--- config.mk ---
export PLATFORM = sky130hd
export DESIGN_NAME = fcx_regs
export DESIGN_NICKNAME = d
export VERILOG_FILES = /design/src/verilog/fcx_sync.v /design/src/verilog/fcx_regs.v
export VERILOG_INCLUDE_DIRS = /design/src /design/src/pkg
export SDC_FILE = /design/constraint.sdc
export NUM_CORES = 1
export LEC_CHECK = 0
export BUFFER_PORTS_ARGS = -buffer_cell sky130_fd_sc_hd__clkbuf_2
export CORE_ASPECT_RATIO = 2
export CORE_UTILIZATION = 53
export DETAILED_ROUTE_END_ITERATION = 10
export HOLD_SLACK_MARGIN = 0.03
export PLACE_DENSITY = 0.86
export SYNTH_ARGS = -nofsm -noshare
export SYNTH_HDL_FRONTEND = slang
export SYNTH_SLANG_ARGS = --single-unit
export TNS_END_PERCENT = 30
--- constraint.sdc ---
create_clock -name clk_sys -period 2.69 [get_ports clk_sys]
set_input_delay 0.4035 -clock clk_sys [delete_from_list [all_inputs] [get_ports clk_sys]]
set_output_delay 0.4035 -clock clk_sys [all_outputs]
set_load 0.02 [all_outputs]
--- src/pkg/fcx_map.vh ---
// Function
// - Bit 0 of soft reset holds controller reset
// - Enable bits 0,1 gate line/code completion interrupts
// - Enable bits 2,3 gate recorder/image ready interrupts
// - Line size 00 1728, 01 2048 pixels
// - Line size 10 reduces 2048 by 9/11 in G3 transmit and G2/G3 conversion modes only
// - Output size sets recorder line and paper
// - Margin field: none, left, right, centered
// - Three-bit mode field selects seven modes
// - Command registers load reset values at reset
// - Four select lines pick register, eight data bits
// - Pending interrupts shown on interrupt request output except while controller reset held
`ifndef FCX_MAP_VH
`define FCX_MAP_VH

// Register offsets on the select lines
`define FCX_OFS_INT_EN      4'h0
`define FCX_OFS_STATUS      4'h1
`define FCX_OFS_MODE        4'h2
`define FCX_OFS_LINE_SIZE   4'h4
`define FCX_OFS_SOFT_RST    4'h6
`define FCX_OFS_OUT_FMT     4'h8

// Field positions
`define FCX_SRST_BIT        0
`define FCX_IEN_LSB         0
`define FCX_IEN_MSB         3
`define FCX_LSZ_LSB         0
`define FCX_LSZ_MSB         1
`define FCX_OSZ_LSB         0
`define FCX_OSZ_MSB         1
`define FCX_MRG_LSB         2
`define FCX_MRG_MSB         3
`define FCX_BLK_LSB         4
`define FCX_BLK_MSB         5
`define FCX_MODE_LSB        0
`define FCX_MODE_MSB        2

// Reset values
`define FCX_RST_INT_EN      8'h00
`define FCX_RST_MODE        8'h00
`define FCX_RST_LINE_SIZE   8'h00
`define FCX_RST_SOFT_RST    8'h00
`define FCX_RST_OUT_FMT     8'h00

// Line size codes and pixel counts
`define FCX_LSZ_SHORT       2'h0
`define FCX_LSZ_LONG        2'h1
`define FCX_LSZ_REDUCE      2'h2
`define FCX_PIX_SHORT       12'h6c0
`define FCX_PIX_LONG        12'h800

// Output size codes
`define FCX_OSZ_NARROW      2'h0
`define FCX_OSZ_WIDE_SHORT  2'h1
`define FCX_OSZ_UNDEF       2'h2
`define FCX_OSZ_WIDE_LONG   2'h3

// Margin codes and widths
`define FCX_MRG_NONE        2'h0
`define FCX_MRG_LEFT        2'h1
`define FCX_MRG_RIGHT       2'h2
`define FCX_MRG_CENTER      2'h3
`define FCX_MRG_FULL        9'h140
`define FCX_MRG_HALF        9'h0a0

// Edge blanking widths per code
`define FCX_BLK_NONE        2'h0
`define FCX_BLK_W1          6'h10
`define FCX_BLK_W2          6'h20
`define FCX_BLK_W3          6'h20

// Operating mode codes
`define FCX_MODE_COPY       3'h0
`define FCX_MODE_G3_TO_G2   3'h1
`define FCX_MODE_G2_TO_G3   3'h2
`define FCX_MODE_G3_RX      3'h3
`define FCX_MODE_G2_RX      3'h4
`define FCX_MODE_G3_TX      3'h5
`define FCX_MODE_G2_TX      3'h6
`define FCX_MODE_COUNT      7

// Synchroniser width: three strobes, four select lines, eight data bits
`define FCX_SYNC_W          15

`endif

--- src/verilog/fcx_sync.v ---
`timescale 1ns/1ps
module fcx_sync #(
  parameter W = 1
) (
  // Clock and reset
  input  wire         clk_sys,
  input  wire         rstn,
  // Asynchronous inputs and synchronised copies
  input  wire [W-1:0] async_in,
  input  wire [W-1:0] rst_val,
  output reg  [W-1:0] sync_out
);

  reg [W-1:0] meta_r;

  // First stage feeds only the second stage; reset loads idle levels so no false strobe follows
  always @(posedge clk_sys) begin
    if (!rstn) begin
      meta_r   <= rst_val;
      sync_out <= rst_val;
    end else begin
      meta_r   <= async_in;
      sync_out <= meta_r;
    end
  end

endmodule

--- src/verilog/fcx_regs.v ---
`timescale 1ns/1ps
`include "fcx_map.vh"
module fcx_regs (
  // Clock and reset
  input  wire        clk_sys,
  input  wire        rstn,
  // Host parallel bus
  input  wire        cs_n,
  input  wire        wr_n,
  input  wire        rd_n,
  input  wire [3:0]  reg_select_lines,
  input  wire [7:0]  data_in,
  output reg  [7:0]  data_out,
  output reg         data_oe,
  // Internal status flags from the engines
  input  wire [3:0]  status_flags,
  // Interrupt request
  output reg         irq,
  // Controller reset
  output reg         ctrl_rst,
  // Interrupt enables
  output reg  [3:0]  int_en,
  // Input line configuration
  output reg  [1:0]  line_size,
  output reg  [11:0] in_line_pixels,
  output reg         reduce_en,
  output reg         reduce_bad,
  // Recorder output format
  output reg  [1:0]  out_size,
  output reg  [11:0] out_line_bits,
  output reg         wide_paper,
  output reg         out_size_bad,
  output reg  [8:0]  margin_pre,
  output reg  [8:0]  margin_post,
  output reg         margin_bad,
  output reg  [5:0]  blank_bits,
  // Operating mode
  output reg  [2:0]  op_mode,
  output reg  [6:0]  mode_onehot,
  output reg         mode_bad
);

  // Synchronised host pins
  wire [`FCX_SYNC_W-1:0] pin_raw;
  wire [`FCX_SYNC_W-1:0] pin_s;
  wire                   cs_s_n;
  wire                   wr_s_n;
  wire                   rd_s_n;
  wire [3:0]             sel_s;
  wire [7:0]             din_s;

  assign pin_raw = {cs_n, wr_n, rd_n, reg_select_lines, data_in};

  fcx_sync #(
    .W        (`FCX_SYNC_W)
  ) u_sync (
    .clk_sys  (clk_sys),
    .rstn     (rstn),
    .async_in (pin_raw),
    .rst_val  ({`FCX_SYNC_W{1'b1}}),
    .sync_out (pin_s)
  );

  // A strobe held low through reset is ignored until both strobes are seen high
  reg armed_r;

  assign cs_s_n = pin_s[14];
  assign wr_s_n = pin_s[13];
  assign rd_s_n = pin_s[12];
  assign sel_s  = pin_s[11:8];
  assign din_s  = pin_s[7:0];

  // Write capture state
  reg        wr_act_r;
  reg [3:0]  wr_sel_r;
  reg [7:0]  wr_dat_r;
  wire       wr_act;
  wire       wr_done;

  assign wr_act  = armed_r & ~cs_s_n & ~wr_s_n;
  assign wr_done = wr_act_r & ~wr_act;

  // Command registers
  reg [7:0] int_en_r;
  reg [7:0] mode_r;
  reg [7:0] line_size_r;
  reg [7:0] soft_rst_r;
  reg [7:0] out_fmt_r;

  // Mode classification and margin/blank width lookups
  function mode_reduce_ok;
    input [2:0] m;
    begin
      mode_reduce_ok = (m == `FCX_MODE_G3_TX) || (m == `FCX_MODE_G2_TO_G3) ||
                       (m == `FCX_MODE_G3_TO_G2);
    end
  endfunction

  function [8:0] margin_front;
    input [1:0] c;
    begin
      case (c)
        `FCX_MRG_RIGHT:  margin_front = `FCX_MRG_FULL;
        `FCX_MRG_CENTER: margin_front = `FCX_MRG_HALF;
        default:         margin_front = 9'h000;
      endcase
    end
  endfunction

  function [8:0] margin_back;
    input [1:0] c;
    begin
      case (c)
        `FCX_MRG_LEFT:   margin_back = `FCX_MRG_FULL;
        `FCX_MRG_CENTER: margin_back = `FCX_MRG_HALF;
        default:         margin_back = 9'h000;
      endcase
    end
  endfunction

  function [5:0] blank_width;
    input [1:0] c;
    begin
      case (c)
        2'h1:    blank_width = `FCX_BLK_W1;
        2'h2:    blank_width = `FCX_BLK_W2;
        2'h3:    blank_width = `FCX_BLK_W3;
        default: blank_width = 6'h00;
      endcase
    end
  endfunction

  // Field views of the command registers
  wire [1:0] lsz_f;
  wire [1:0] osz_f;
  wire [1:0] mrg_f;
  wire [1:0] blk_f;
  wire [2:0] mode_f;
  wire       margin_ok;

  assign lsz_f     = line_size_r[`FCX_LSZ_MSB:`FCX_LSZ_LSB];
  assign osz_f     = out_fmt_r[`FCX_OSZ_MSB:`FCX_OSZ_LSB];
  assign mrg_f     = out_fmt_r[`FCX_MRG_MSB:`FCX_MRG_LSB];
  assign blk_f     = out_fmt_r[`FCX_BLK_MSB:`FCX_BLK_LSB];
  assign mode_f    = mode_r[`FCX_MODE_MSB:`FCX_MODE_LSB];
  // Margins on any other size would overrun the recorder line
  assign margin_ok = (osz_f == `FCX_OSZ_WIDE_SHORT);

  // Strobe arming and write capture
  always @(posedge clk_sys) begin
    if (!rstn) begin
      armed_r  <= 1'b0;
      wr_act_r <= 1'b0;
      wr_sel_r <= 4'h0;
      wr_dat_r <= 8'h00;
    end else begin
      if (wr_s_n & rd_s_n)
        armed_r <= 1'b1;
      wr_act_r <= wr_act;
      // Data is resampled every cycle the strobe is low, so the value present just before the rising edge is committed
      if (wr_act) begin
        wr_sel_r <= sel_s;
        wr_dat_r <= din_s;
      end
    end
  end

  // Register file, committed at the end of the write strobe
  always @(posedge clk_sys) begin
    if (!rstn) begin
      int_en_r    <= `FCX_RST_INT_EN;
      mode_r      <= `FCX_RST_MODE;
      line_size_r <= `FCX_RST_LINE_SIZE;
      soft_rst_r  <= `FCX_RST_SOFT_RST;
      out_fmt_r   <= `FCX_RST_OUT_FMT;
    end else if (wr_done) begin
      case (wr_sel_r)
        `FCX_OFS_INT_EN:    int_en_r    <= wr_dat_r;
        `FCX_OFS_MODE:      mode_r      <= wr_dat_r;
        `FCX_OFS_LINE_SIZE: line_size_r <= wr_dat_r;
        `FCX_OFS_SOFT_RST:  soft_rst_r  <= wr_dat_r;
        `FCX_OFS_OUT_FMT:   out_fmt_r   <= wr_dat_r;
        default:            soft_rst_r  <= soft_rst_r;
      endcase
    end
  end

  // Status readback at offset 1, driven only during a selected read
  wire rd_act;

  assign rd_act = armed_r & ~cs_s_n & ~rd_s_n & (sel_s == `FCX_OFS_STATUS);

  always @(posedge clk_sys) begin
    if (!rstn) begin
      data_out <= 8'h00;
      data_oe  <= 1'b0;
    end else begin
      data_oe  <= rd_act;
      data_out <= rd_act ? {4'h0, status_flags} : 8'h00;
    end
  end

  // Interrupt request from enabled flags
  wire [3:0] irq_src;

  assign irq_src[1:0] = status_flags[1:0] & int_en_r[1:0];
  assign irq_src[3:2] = status_flags[3:2] & int_en_r[3:2];

  always @(posedge clk_sys) begin
    if (!rstn) begin
      irq <= 1'b0;
    end else begin
      // Held controller reset masks requests; engines are idle then
      irq <= (|irq_src) & ~soft_rst_r[`FCX_SRST_BIT];
    end
  end

  // Controller reset and enables
  always @(posedge clk_sys) begin
    if (!rstn) begin
      ctrl_rst <= 1'b1;
      int_en   <= 4'h0;
    end else begin
      ctrl_rst <= soft_rst_r[`FCX_SRST_BIT];
      int_en   <= int_en_r[`FCX_IEN_MSB:`FCX_IEN_LSB];
    end
  end

  // Input line size and reduction
  always @(posedge clk_sys) begin
    if (!rstn) begin
      line_size      <= 2'h0;
      in_line_pixels <= `FCX_PIX_SHORT;
      reduce_en      <= 1'b0;
      reduce_bad     <= 1'b0;
    end else begin
      line_size <= lsz_f;
      case (lsz_f)
        `FCX_LSZ_SHORT: begin
          in_line_pixels <= `FCX_PIX_SHORT;
          reduce_en      <= 1'b0;
          reduce_bad     <= 1'b0;
        end
        `FCX_LSZ_LONG: begin
          in_line_pixels <= `FCX_PIX_LONG;
          reduce_en      <= 1'b0;
          reduce_bad     <= 1'b0;
        end
        `FCX_LSZ_REDUCE: begin
          // Reduction is only applied in a mode that permits it
          in_line_pixels <= `FCX_PIX_LONG;
          reduce_en      <= mode_reduce_ok(mode_f);
          reduce_bad     <= ~mode_reduce_ok(mode_f);
        end
        default: begin
          in_line_pixels <= `FCX_PIX_LONG;
          reduce_en      <= 1'b0;
          reduce_bad     <= 1'b1;
        end
      endcase
    end
  end

  // Recorder output format
  always @(posedge clk_sys) begin
    if (!rstn) begin
      out_size      <= 2'h0;
      out_line_bits <= `FCX_PIX_SHORT;
      wide_paper    <= 1'b0;
      out_size_bad  <= 1'b0;
      margin_pre    <= 9'h000;
      margin_post   <= 9'h000;
      margin_bad    <= 1'b0;
      blank_bits    <= 6'h00;
    end else begin
      out_size <= osz_f;
      case (osz_f)
        `FCX_OSZ_NARROW: begin
          out_line_bits <= `FCX_PIX_SHORT;
          wide_paper    <= 1'b0;
          out_size_bad  <= 1'b0;
        end
        `FCX_OSZ_WIDE_SHORT: begin
          out_line_bits <= `FCX_PIX_SHORT;
          wide_paper    <= 1'b1;
          out_size_bad  <= 1'b0;
        end
        `FCX_OSZ_WIDE_LONG: begin
          out_line_bits <= `FCX_PIX_LONG;
          wide_paper    <= 1'b1;
          out_size_bad  <= 1'b0;
        end
        default: begin
          // Undefined code keeps the safe narrow format and flags it
          out_line_bits <= `FCX_PIX_SHORT;
          wide_paper    <= 1'b0;
          out_size_bad  <= 1'b1;
        end
      endcase
      margin_pre  <= margin_ok ? margin_front(mrg_f) : 9'h000;
      margin_post <= margin_ok ? margin_back(mrg_f) : 9'h000;
      margin_bad  <= ~margin_ok & (mrg_f != `FCX_MRG_NONE);
      blank_bits  <= blank_width(blk_f);
    end
  end

  // Operating mode decode
  wire [6:0] mode_hot;

  genvar gi;
  generate
    for (gi = 0; gi < `FCX_MODE_COUNT; gi = gi + 1) begin : g_mode
      assign mode_hot[gi] = ({29'h0, mode_f} == gi);
    end
  endgenerate

  always @(posedge clk_sys) begin
    if (!rstn) begin
      op_mode     <= `FCX_MODE_COPY;
      mode_onehot <= 7'h01;
      mode_bad    <= 1'b0;
    end else begin
      op_mode     <= mode_f;
      mode_onehot <= mode_hot;
      mode_bad    <= ~(|mode_hot);
    end
  end

endmodule

==> flow_metrics.tcl, run 1 <==
set metrics [dict create \
    drive_above_1_share_pct 26.0 \
    worst_pin_slew_ns 0.591 \
    dp.cells 414 \
    cts_tree "done" \
    hold-worst-slack_ns 0.241 \
    core_sq_mm 0.00581 \
    die_h_um 112 \
    via_per_inst 4.70 \
    setup_viol 0 \
    crit_chain "or3b_4 -> nand4b_1 -> mux2i_1" \
    postCtsResizedCells 0 \
    initial_utilization_pct 55.6 \
    crit_fanout 13 \
    sequentialPowerShare_pct 48.6 \
    grt-ovfl-total 0 \
    antenna_found_initial 0 \
    grt_pass1_vias 1878 \
    via_count 2021 \
    internal_power_mw 2.35 \
    crit_required_ns 2.95 \
    p_leak_nw 1.80 \
    hold_viol 0 \
    antenna_left 0 \
    switching_share_pct 19.7 \
    rsz0062_at_grt "no" \
    num_rows 39 \
    combPwrFrac_pct 3.0 \
    synth-seq-cells 94 \
    dp_hpwl_um 3420 \
    clock_skew_ns 0.00699 \
    layout_common_cells "dfxtp_1 (94), clkbuf_2 (69), nand2_1 (44)" \
    post_drt_wl_per_cell_um 11.3 \
    drtIter0Drc 52 \
    track_usage_pct 16.6 \
    grt_max_degree 27 \
    slowest_delay_ns 0.50 \
    vdd_drop_max_v 0.000494 \
    dr.pass1.iters 9 \
    nets 385 \
    final_common_cell "dfxtp_1" \
    clock_latency_ns 0.34 \
    power_switching_mw 0.574 \
    cp-start-kind "flip-flop" \
    worstSetupPathType "flip-flop to flip-flop" \
    fmax_mhz 724 \
    cts_setup_buffers 0 \
    avgSynthCellArea_sq_um 10.6 \
    setup_tns_ns 0 \
    synth_area_sq_mm 0.00323 \
    cts_max_path_buffers 2 \
    diodes 0 \
    ys_types 33 \
    max_cap_viol_count 0 \
    synthCells 303 \
    htreeDepth 3 \
    critPathArrivalTime_ns 1.64 \
    critPathSlowestCell "or3b_4" \
    dieArea_sq_mm 0.00642 \
    io_buffers 69 \
    hold_buffers 0 \
    post-route-period-util_pct 51.4 \
    grt_pass1_wl_um 7940 \
    ys_warn_count 0 \
    cts_sinks 94 \
    holdCritPathClass "input port to flip-flop" \
    die_x_um 57.2 \
    numCtsBuffers 9 \
    yosysSeqAreaShare_pct 58.3 \
    cts_root_buffer "clkbuf_16" \
    p_clk_share_pct 48.3 \
    fin_crit_ns 1.38 \
    io_pins 104 \
    violations "design-rule violations" \
    gp_congestion 0.787 \
    power_density_mw_per_mm2 779 \
    routed_wl_um 4850 \
    endpoint_kind "flip-flop" \
    slew_headroom_pct 60.6 \
    reg2reg_setup_slack_ns 1.31 \
    syn_to_final_growth_pct 16.3 \
    clk_pin_slew_ns 0.06 \
    outcome "finished, violations left" \
    drc 7 \
    final_max_slew_viol_count 0 \
    stdcell_count 430 \
]
-- registers in the layout, indices dropped and copies added (netlist names), 6 cells and up --
| signal | count |
|---|---|
| out_fmt_r | 6 |
| mode_onehot | 7 |
| u_sync.sync_out | 13 |
| u_sync.meta_r | 13 |
| wr_dat_r | 6 |
-- metrics by stage --
step                setup slack, ns  instance area (sq um)  util, %  total power [mW]
global placement               1.14                   3410     58.7              1.54
global route                   1.22                   3750     64.6              3.02
detailed placement             1.08                   3410     58.7              1.54
CTS                            1.29                   3750     64.6              2.94
finish                         1.31                   3750     64.6              2.92
floorplan                      1.53                   3340        -              1.56
-- power by group through the flow --
stage               Sequential, mW  Clock (mW)  Combinational [mW]
floorplan                     1.45           0               0.106
global placement              1.45           0              0.0867
detailed placement            1.45           0              0.0883
CTS                           1.42        1.43              0.0890
finish                        1.42        1.41              0.0891
global route                  1.42        1.50              0.0982
-- layout make-up --
cell class / instances / area, sq um
inverters: 17 / 63.8
well taps: 61 / 76.3
multi-input cells: 171 / 1030
repair buffers: 71 / 360
fillers: 442 / 2050
clock buffers: 9 / 225
clock inverters: 7 / 120
flip-flops and latches: 94 / 1880
-- synthesized netlist by cell type --
cell,count,share of area (%)
a21boi_0,8,1.9
nor3b_2,1,0.39
nor2b_1,1,0.19
buf_2,3,0.47
nand4b_1,2,0.54
nor4b_1,3,0.81
nor3b_4,1,0.58
a21boi_1,2,0.47
nand3_2,1,0.31
nor2_1,6,0.70
buf_6,1,0.35
inv_1,17,2.0
buf_4,44,10
o21a_1,1,0.23
a22oi_1,2,0.47
nor4_4,1,0.66
clkbuf_1,4,0.47
and2_1,6,1.2
nor2_4,1,0.35
nor3_1,5,0.78
conb_1,1,0.12
nand2b_1,27,5.2
or3b_4,1,0.35
nand2_1,44,5.1
and4b_1,1,0.31
nor3b_1,2,0.47
a21oi_1,3,0.47
o221a_2,1,0.35
mux2i_1,16,5.0
or4_4,1,0.35
nand3b_1,1,0.23
dfxtp_1,94,58
nand4b_4,1,0.74
-- kinds of logic after synthesis --
family / share of synthesized area, %
compound gates: 3.84
buf+inv: 13.5
flops: 58.3
mux: 4.96
other cells: 0.116
simple gates: 19.3
-- worst paths after layout --
| path | start | to | cells past startpoint |
|---|---|---|---|
| worst min-delay path | rd_n | u_sync.meta_r[12]$_SDFF_PN1_ | 2 |
| worst max register to register | armed_r$_SDFFE_PN0P_ | line_size_r[1]$_SDFFE_PN0P_ | 3 |
| worst min register to register | u_sync.meta_r[4]$_SDFF_PN1_ | u_sync.sync_out[4]$_SDFF_PN1_ | 1 |
| worst max-delay path | armed_r$_SDFFE_PN0P_ | line_size_r[1]$_SDFFE_PN0P_ | 3 |
-- layer usage --
layer,part of all wire [%],vias to the layer above,GRT usage (%),wire (um)
met3,5.1,17,4.03,247
met2,55,83,29.9,2660
met4,4.8,0,14.0,234
li1,-,1010,-,-
met5,0,-,0,0
met1,35,911,14.8,1700
-- worst max-delay path, delay by kind of cell (launching register included) --
kind	cells	cell delay, ns
flops	1	0.38
mux	1	0.21
simple gates	2	0.73
(Power assumes the default switching activity.)
==> run 2, diff against run 1 <==
--- a/config.mk
+++ b/config.mk
@@ -8,10 +8,10 @@
 export LEC_CHECK = 0
 export BUFFER_PORTS_ARGS = -buffer_cell sky130_fd_sc_hd__clkbuf_2
 export CORE_ASPECT_RATIO = 2
-export CORE_UTILIZATION = 53
+export CORE_UTILIZATION = 50
 export DETAILED_ROUTE_END_ITERATION = 10
 export HOLD_SLACK_MARGIN = 0.03
-export PLACE_DENSITY = 0.86
+export PLACE_DENSITY = 0.82
 export SYNTH_ARGS = -nofsm -noshare
 export SYNTH_HDL_FRONTEND = slang
 export SYNTH_SLANG_ARGS = --single-unit
==> constraint.sdc (replaced) <==
create_clock -name clk_sys -period 1.3 [get_ports clk_sys]
set_input_delay 0.195 -clock clk_sys [delete_from_list [all_inputs] [get_ports clk_sys]]
set_output_delay 0.195 -clock clk_sys [all_outputs]
set_load 0.02 [all_outputs]
==> run 2 against run 1 <==
Effect of this change:
- the run now ends clean
- global-route usage decreased by 1.4 points
- worst setup slack got worse by 1.3 ns
- power increased by 100%
- sequential power increased by 110%
- critical path depth unchanged
- non-clock buffer count increased by 3
- clock skew decreased by 0.00085 ns
- hold slack got worse by 0.20 ns
- sequential share of layout area decreased by 0.69 points
- combinational power increased by 120%
==> flow_metrics.tcl, run 2 (synthesis gave the netlist of run 1 again) <==
set metrics [dict create \
    clock_skew_ns 0.00614 \
    switching_share_pct 19.2 \
    drc 0 \
    final_common_cell "dfxtp_1" \
    die_x_um 58.8 \
    critPathArrivalTime_ns 1.52 \
    clock_latency_ns 0.33 \
    critPathCapture "line_size_r[0]$_SDFFE_PN0P_" \
    grt_max_degree 38 \
    antenna_left 0 \
    final_max_slew_viol_count 0 \
    die_h_um 116 \
    hold_buffers 0 \
    fin_crit_ns 1.26 \
    holdCritPathClass "input port to flip-flop" \
    reg2reg_depth 3 \
    power_switching_mw 1.12 \
    dr.pass1.iters 4 \
    diodes 0 \
    drtIter0Drc 37 \
    p_clk_share_pct 46.3 \
    clk_pin_slew_ns 0.06 \
    fmax_mhz 794 \
    worstHoldPathCells 2 \
    via_count 1991 \
    internal_power_mw 4.72 \
    cts_sinks 94 \
    cp-startpoint "u_sync.sync_out[13]$_SDFF_PN1_" \
    cts_root_buffer "clkbuf_16" \
    io_buffers 69 \
    setup_tns_ns 0 \
    crit_required_ns 1.56 \
    timing.rr.end "line_size_r[0]$_SDFFE_PN0P_" \
    dpl_cell_area_sq_mm 0.00349 \
    track_usage_pct 15.2 \
    grt_pass1_wl_um 7470 \
    power_density_mw_per_mm2 1530 \
    core_sq_mm 0.00626 \
    vdd_drop_max_v 0.000876 \
    final_util_pct 60.9 \
    cts_max_path_buffers 2 \
    cp-start-kind "flip-flop" \
    initial_utilization_pct 51.6 \
    drive_above_1_share_pct 26.7 \
    num_rows 41 \
    endpoint_kind "flip-flop" \
    r2r_start "u_sync.sync_out[13]$_SDFF_PN1_" \
    cts_tree "done" \
    combPwrFrac_pct 3.3 \
    setup_viol 0 \
    grt_pass1_vias 1770 \
    dp_hpwl_um 3600 \
    top_regs "u_sync.meta_r (13), u_sync.sync_out (13), mode_onehot (7)" \
    worstSetupPathType "flip-flop to flip-flop" \
    antenna_found_initial 0 \
    htreeDepth 3 \
    crit_fanout 4 \
    nets 388 \
    hold-worst-slack_ns 0.0371 \
    outcome "finished, final reports clean" \
    final_area_sq_mm 0.00381 \
    hold_viol 0 \
    io_pins 104 \
    layout_common_cells "dfxtp_1 (92), clkbuf_2 (69), nand2_1 (44)" \
    via_per_inst 4.36 \
    p_leak_nw 1.81 \
    reg2reg_setup_slack_ns 0.04 \
    sequentialPowerShare_pct 50.4 \
    rsz0062_at_grt "yes" \
    dieArea_sq_mm 0.00680 \
    grt-ovfl-total 0 \
    syn_to_final_growth_pct 18.1 \
    routed_wl_um 4790 \
    max_cap_viol_count 0 \
    gp_congestion 0.783 \
    post_drt_wl_per_cell_um 10.5 \
    numCtsBuffers 9 \
    nFillCells 531 \
    post-route-period-util_pct 96.8 \
]
==> run 2: final cells by class <==
type,instances,area [sq um],share of cell area [%]
Multi-Input combinational cell,171,1030,27.1
Clock inverter,3,68.8,1.81
Clock buffer,12,246,6.47
Sequential cell,94,1880,49.4
Timing Repair Buffer,74,408,10.7
Inverter,17,63.8,1.67
Tap cell,86,108,2.82
==> run 2: what timing repair did <==
| action | in CTS | in global routing |
|---|---|---|
| buffers inserted | 0 | 0 |
| endpoints found under the hold margin | 0 | 0 |
| resized for setup | 1 | 2 |
| endpoints found under the setup margin | 1 | 4 |
==> run 2: worst max-delay path: stages, from the launching register on <==
cell	delay (ns)
dfxtp_1	0.35
or3b_4	0.43
nand4b_1	0.20
mux2i_1	0.20
==> run 2: power by group through the flow <==
stage	Sequential, mW	Combinational, mW	Clock, mW
3_3_place_gp	3.00	0.193	0
3_5_place_dp	3.00	0.196	0
4_1_cts	2.94	0.196	2.75
6_report	2.94	0.195	2.70
5_1_grt	2.94	0.215	2.88
2_1_floorplan	3.00	0.219	0
==> run 2: routing by layer <==
metal / track usage, % / vias up / share of wire, %
li1: - / 1016 / -
met5: 0 / - / 0
met3: 3.35 / 12 / 4.6
met4: 10.6 / 0 / 3.1
met1: 12.0 / 889 / 33
met2: 30.3 / 74 / 59
==> run 2: worst min path at each step <==
stage	to	from	slack [ns]
after global placement	u_sync.meta_r[12]$_SDFF_PN1_	rd_n	0.38
final	u_sync.meta_r[9]$_SDFF_PN1_	reg_select_lines[1]	0.04
after global routing	u_sync.meta_r[0]$_SDFF_PN1_	data_in[0]	0.03
after detailed placement	u_sync.meta_r[14]$_SDFF_PN1_	cs_n	0.38
after floorplan	u_sync.meta_r[0]$_SDFF_PN1_	data_in[0]	0.30
after CTS	u_sync.meta_r[9]$_SDFF_PN1_	reg_select_lines[1]	0.03
==> run 2: through the flow <==
| step | worst slack [ns] | power (mW) | cells |
|---|---|---|---|
| 2_1_floorplan | 0.141 | 3.22 | 334 |
| 3_3_place_gp | 0.0793 | 3.20 | 442 |
| 3_5_place_dp | 0.0175 | 3.20 | 442 |
| 4_1_cts | 0.0146 | 5.89 | 457 |
| 5_1_grt | -0.0245 | 6.04 | 457 |
| 6_report | 0.0413 | 5.84 | 457 |
==> run 3, diff against run 2 <==
--- a/config.mk
+++ b/config.mk
@@ -7,7 +7,6 @@
 export NUM_CORES = 1
 export LEC_CHECK = 0
 export BUFFER_PORTS_ARGS = -buffer_cell sky130_fd_sc_hd__clkbuf_2
-export CORE_ASPECT_RATIO = 2
 export CORE_UTILIZATION = 50
 export DETAILED_ROUTE_END_ITERATION = 10
 export HOLD_SLACK_MARGIN = 0.03
==> run 3 against run 2 <==
Effect of this change:
- die area decreased by 0.29%
- via count increased by 1.8%
- maximum frequency about the same
- final area decreased by 0.16%
- sequential power about the same
- register-to-register slack about the same
- critical path depth unchanged
- critical endpoint is now out_fmt_r[4]$_SDFFE_PN0P_
- largest cell class unchanged
==> flow_metrics.tcl, run 3 (synthesis gave the netlist of run 1 again) <==
set metrics [dict create \
    outcome "finished, final reports clean" \
    sequentialPowerShare_pct 56.2 \
    grt-ovfl-total 0 \
    numCtsBuffers 9 \
    gp_congestion 0.729 \
    die_x_um 82.3 \
    max_cap_viol_count 0 \
    nFillCells 492 \
    initial_utilization_pct 53.2 \
    power_switching_mw 1.09 \
    clk_pin_slew_ns 0.08 \
    top_regs "u_sync.meta_r (13), u_sync.sync_out (13), mode_onehot (7)" \
    post-route-period-util_pct 96.8 \
    via_per_inst 4.40 \
    worst_hold_startpoint "reg_select_lines[2]" \
    stdcell_count 460 \
    final_common_cell "dfxtp_1" \
    cts_tree "done" \
    hold_viol 0 \
    combPwrFrac_pct 4.2 \
    register_area_sq_mm 0.00188 \
    reg2reg_depth 3 \
    worstSetupPathType "flip-flop to flip-flop" \
    die_h_um 82.3 \
    switching_share_pct 20.9 \
    dieArea_sq_mm 0.00678 \
    clock_latency_ns 0.35 \
    grt_pass1_wl_um 7530 \
    num_rows 28 \
    p_total_mw 5.23 \
    fmax_mhz 795 \
    fin_crit_ns 1.26 \
    multi_input_area_sq_mm 0.00103 \
    cp-start-kind "flip-flop" \
    core_sq_mm 0.00606 \
    internal_power_mw 4.13 \
    crit_required_ns 1.57 \
    grt_pass1_vias 1803 \
    worstHoldPathCells 2 \
    cts_sinks 94 \
    drtIter0Drc 37 \
    nets 402 \
    grt_max_degree 17 \
    cts_max_path_buffers 2 \
    layout_common_cells "dfxtp_1 (92), clkbuf_2 (69), nand2_1 (44)" \
    crit_chain "or3b_4 -> nand4b_4 -> mux2i_1" \
    dr.pass1.iters 4 \
    antenna_left 0 \
    htreeDepth 3 \
    drive_above_1_share_pct 27.0 \
    drc 0 \
    cts_root_buffer "clkbuf_8" \
    r2r_start "armed_r$_SDFFE_PN0P_" \
    io_buffers 69 \
    track_usage_pct 15.1 \
    final_area_sq_mm 0.00380 \
    diodes 0 \
    io_pins 104 \
    vdd_drop_max_v 0.000749 \
    slowest_delay_ns 0.44 \
    holdCritPathClass "input port to flip-flop" \
    cp-startpoint "armed_r$_SDFFE_PN0P_" \
    setup_viol 0 \
    dp_hpwl_um 3340 \
    power_density_mw_per_mm2 1370 \
    dp.cells 434 \
    crit_fanout 6 \
    endpoint_kind "flip-flop" \
    via_count 2026 \
    post_drt_wl_per_cell_um 10.3 \
    p_clk_share_pct 39.6 \
    routed_wl_um 4720 \
    final_max_slew_viol_count 0 \
    hold-worst-slack_ns 0.0424 \
    p_leak_nw 1.82 \
    dpl_cell_area_sq_mm 0.00347 \
    rsz0062_at_grt "yes" \
    critPathSlowestCell "or3b_4" \
    clock_skew_ns 0.0111 \
    critPathArrivalTime_ns 1.53 \
    antenna_found_initial 0 \
    syn_to_final_growth_pct 17.9 \
]
## run 3: cell count changes in the layout (fill, tap and decap cells not counted), moves of 2 or more
cell	previous run	this run
buf_12	2	0
buf_4	3	8
clkbuf_16	9	0
clkbuf_8	1	10
clkbuf_1	2	0
dlygate4sd3_1	0	10
## run 3: path summary, 6_finish.rpt
path / end / slack, ns
worst min-delay path: u_sync.meta_r[10]$_SDFF_PN1_ / 0.04
worst max register to register: out_fmt_r[4]$_SDFFE_PN0P_ / 0.04
worst min register to register: u_sync.sync_out[13]$_SDFF_PN1_ / 0.41
worst max-delay path: out_fmt_r[4]$_SDFFE_PN0P_ / 0.04
## run 3: through the flow
| step | utilization (%) | setup TNS (ns) | setup slack [ns] |
|---|---|---|---|
| after floorplan | - | 0 | 0.141 |
| after global placement | 57.3 | 0 | 0.0558 |
| after detailed placement | 57.3 | 0 | 0.00929 |
| after CTS | 62.7 | 0 | 0.0170 |
| after global routing | 62.8 | -0.0180 | -0.0111 |
| final | 62.8 | 0 | 0.0417 |
## run 3: layer usage
metal  global-route usage, %  part of all wire [%]  up-vias
li1                        -                     -     1049
met1                    16.3                    42      892
met2                    26.5                    50       76
met3                    3.63                   5.9        9
met4                    8.95                   1.8        0
met5                       0                     0        -
## run 3: power groups by stage
stage          logic [mW]  registers (mW)  clock network, mW
6_report            0.220            2.94               2.07
5_1_grt             0.243            2.94               2.25
4_1_cts             0.218            2.94               2.11
3_5_place_dp        0.194            3.00                  0
3_3_place_gp        0.191            3.00                  0
2_1_floorplan       0.219            3.00                  0
## run 3: final cells by class
cell class | instances | share of cell area [%]
Sequential cell | 94 | 49.5
Multi-Input combinational cell | 171 | 27.0
Timing Repair Buffer | 88 | 13.6
Clock buffer | 10 | 3.62
Tap cell | 75 | 2.47
Clock inverter | 5 | 2.17
Inverter | 17 | 1.68
## run 3: critical path, delay by kind of cell, from the launching register on
kind,cells,cell delay (ns)
mux,1,0.21
flops,1,0.35
simple gates,2,0.62
## run 3: repair_timing
action	CTS	global route
pin swaps	0	1
gates cloned	0	0
gates resized for setup	0	3
hold buffers	10	0
hold endpoints to repair	10	0
endpoints found under the setup margin	1	15
buffers inserted	1	0
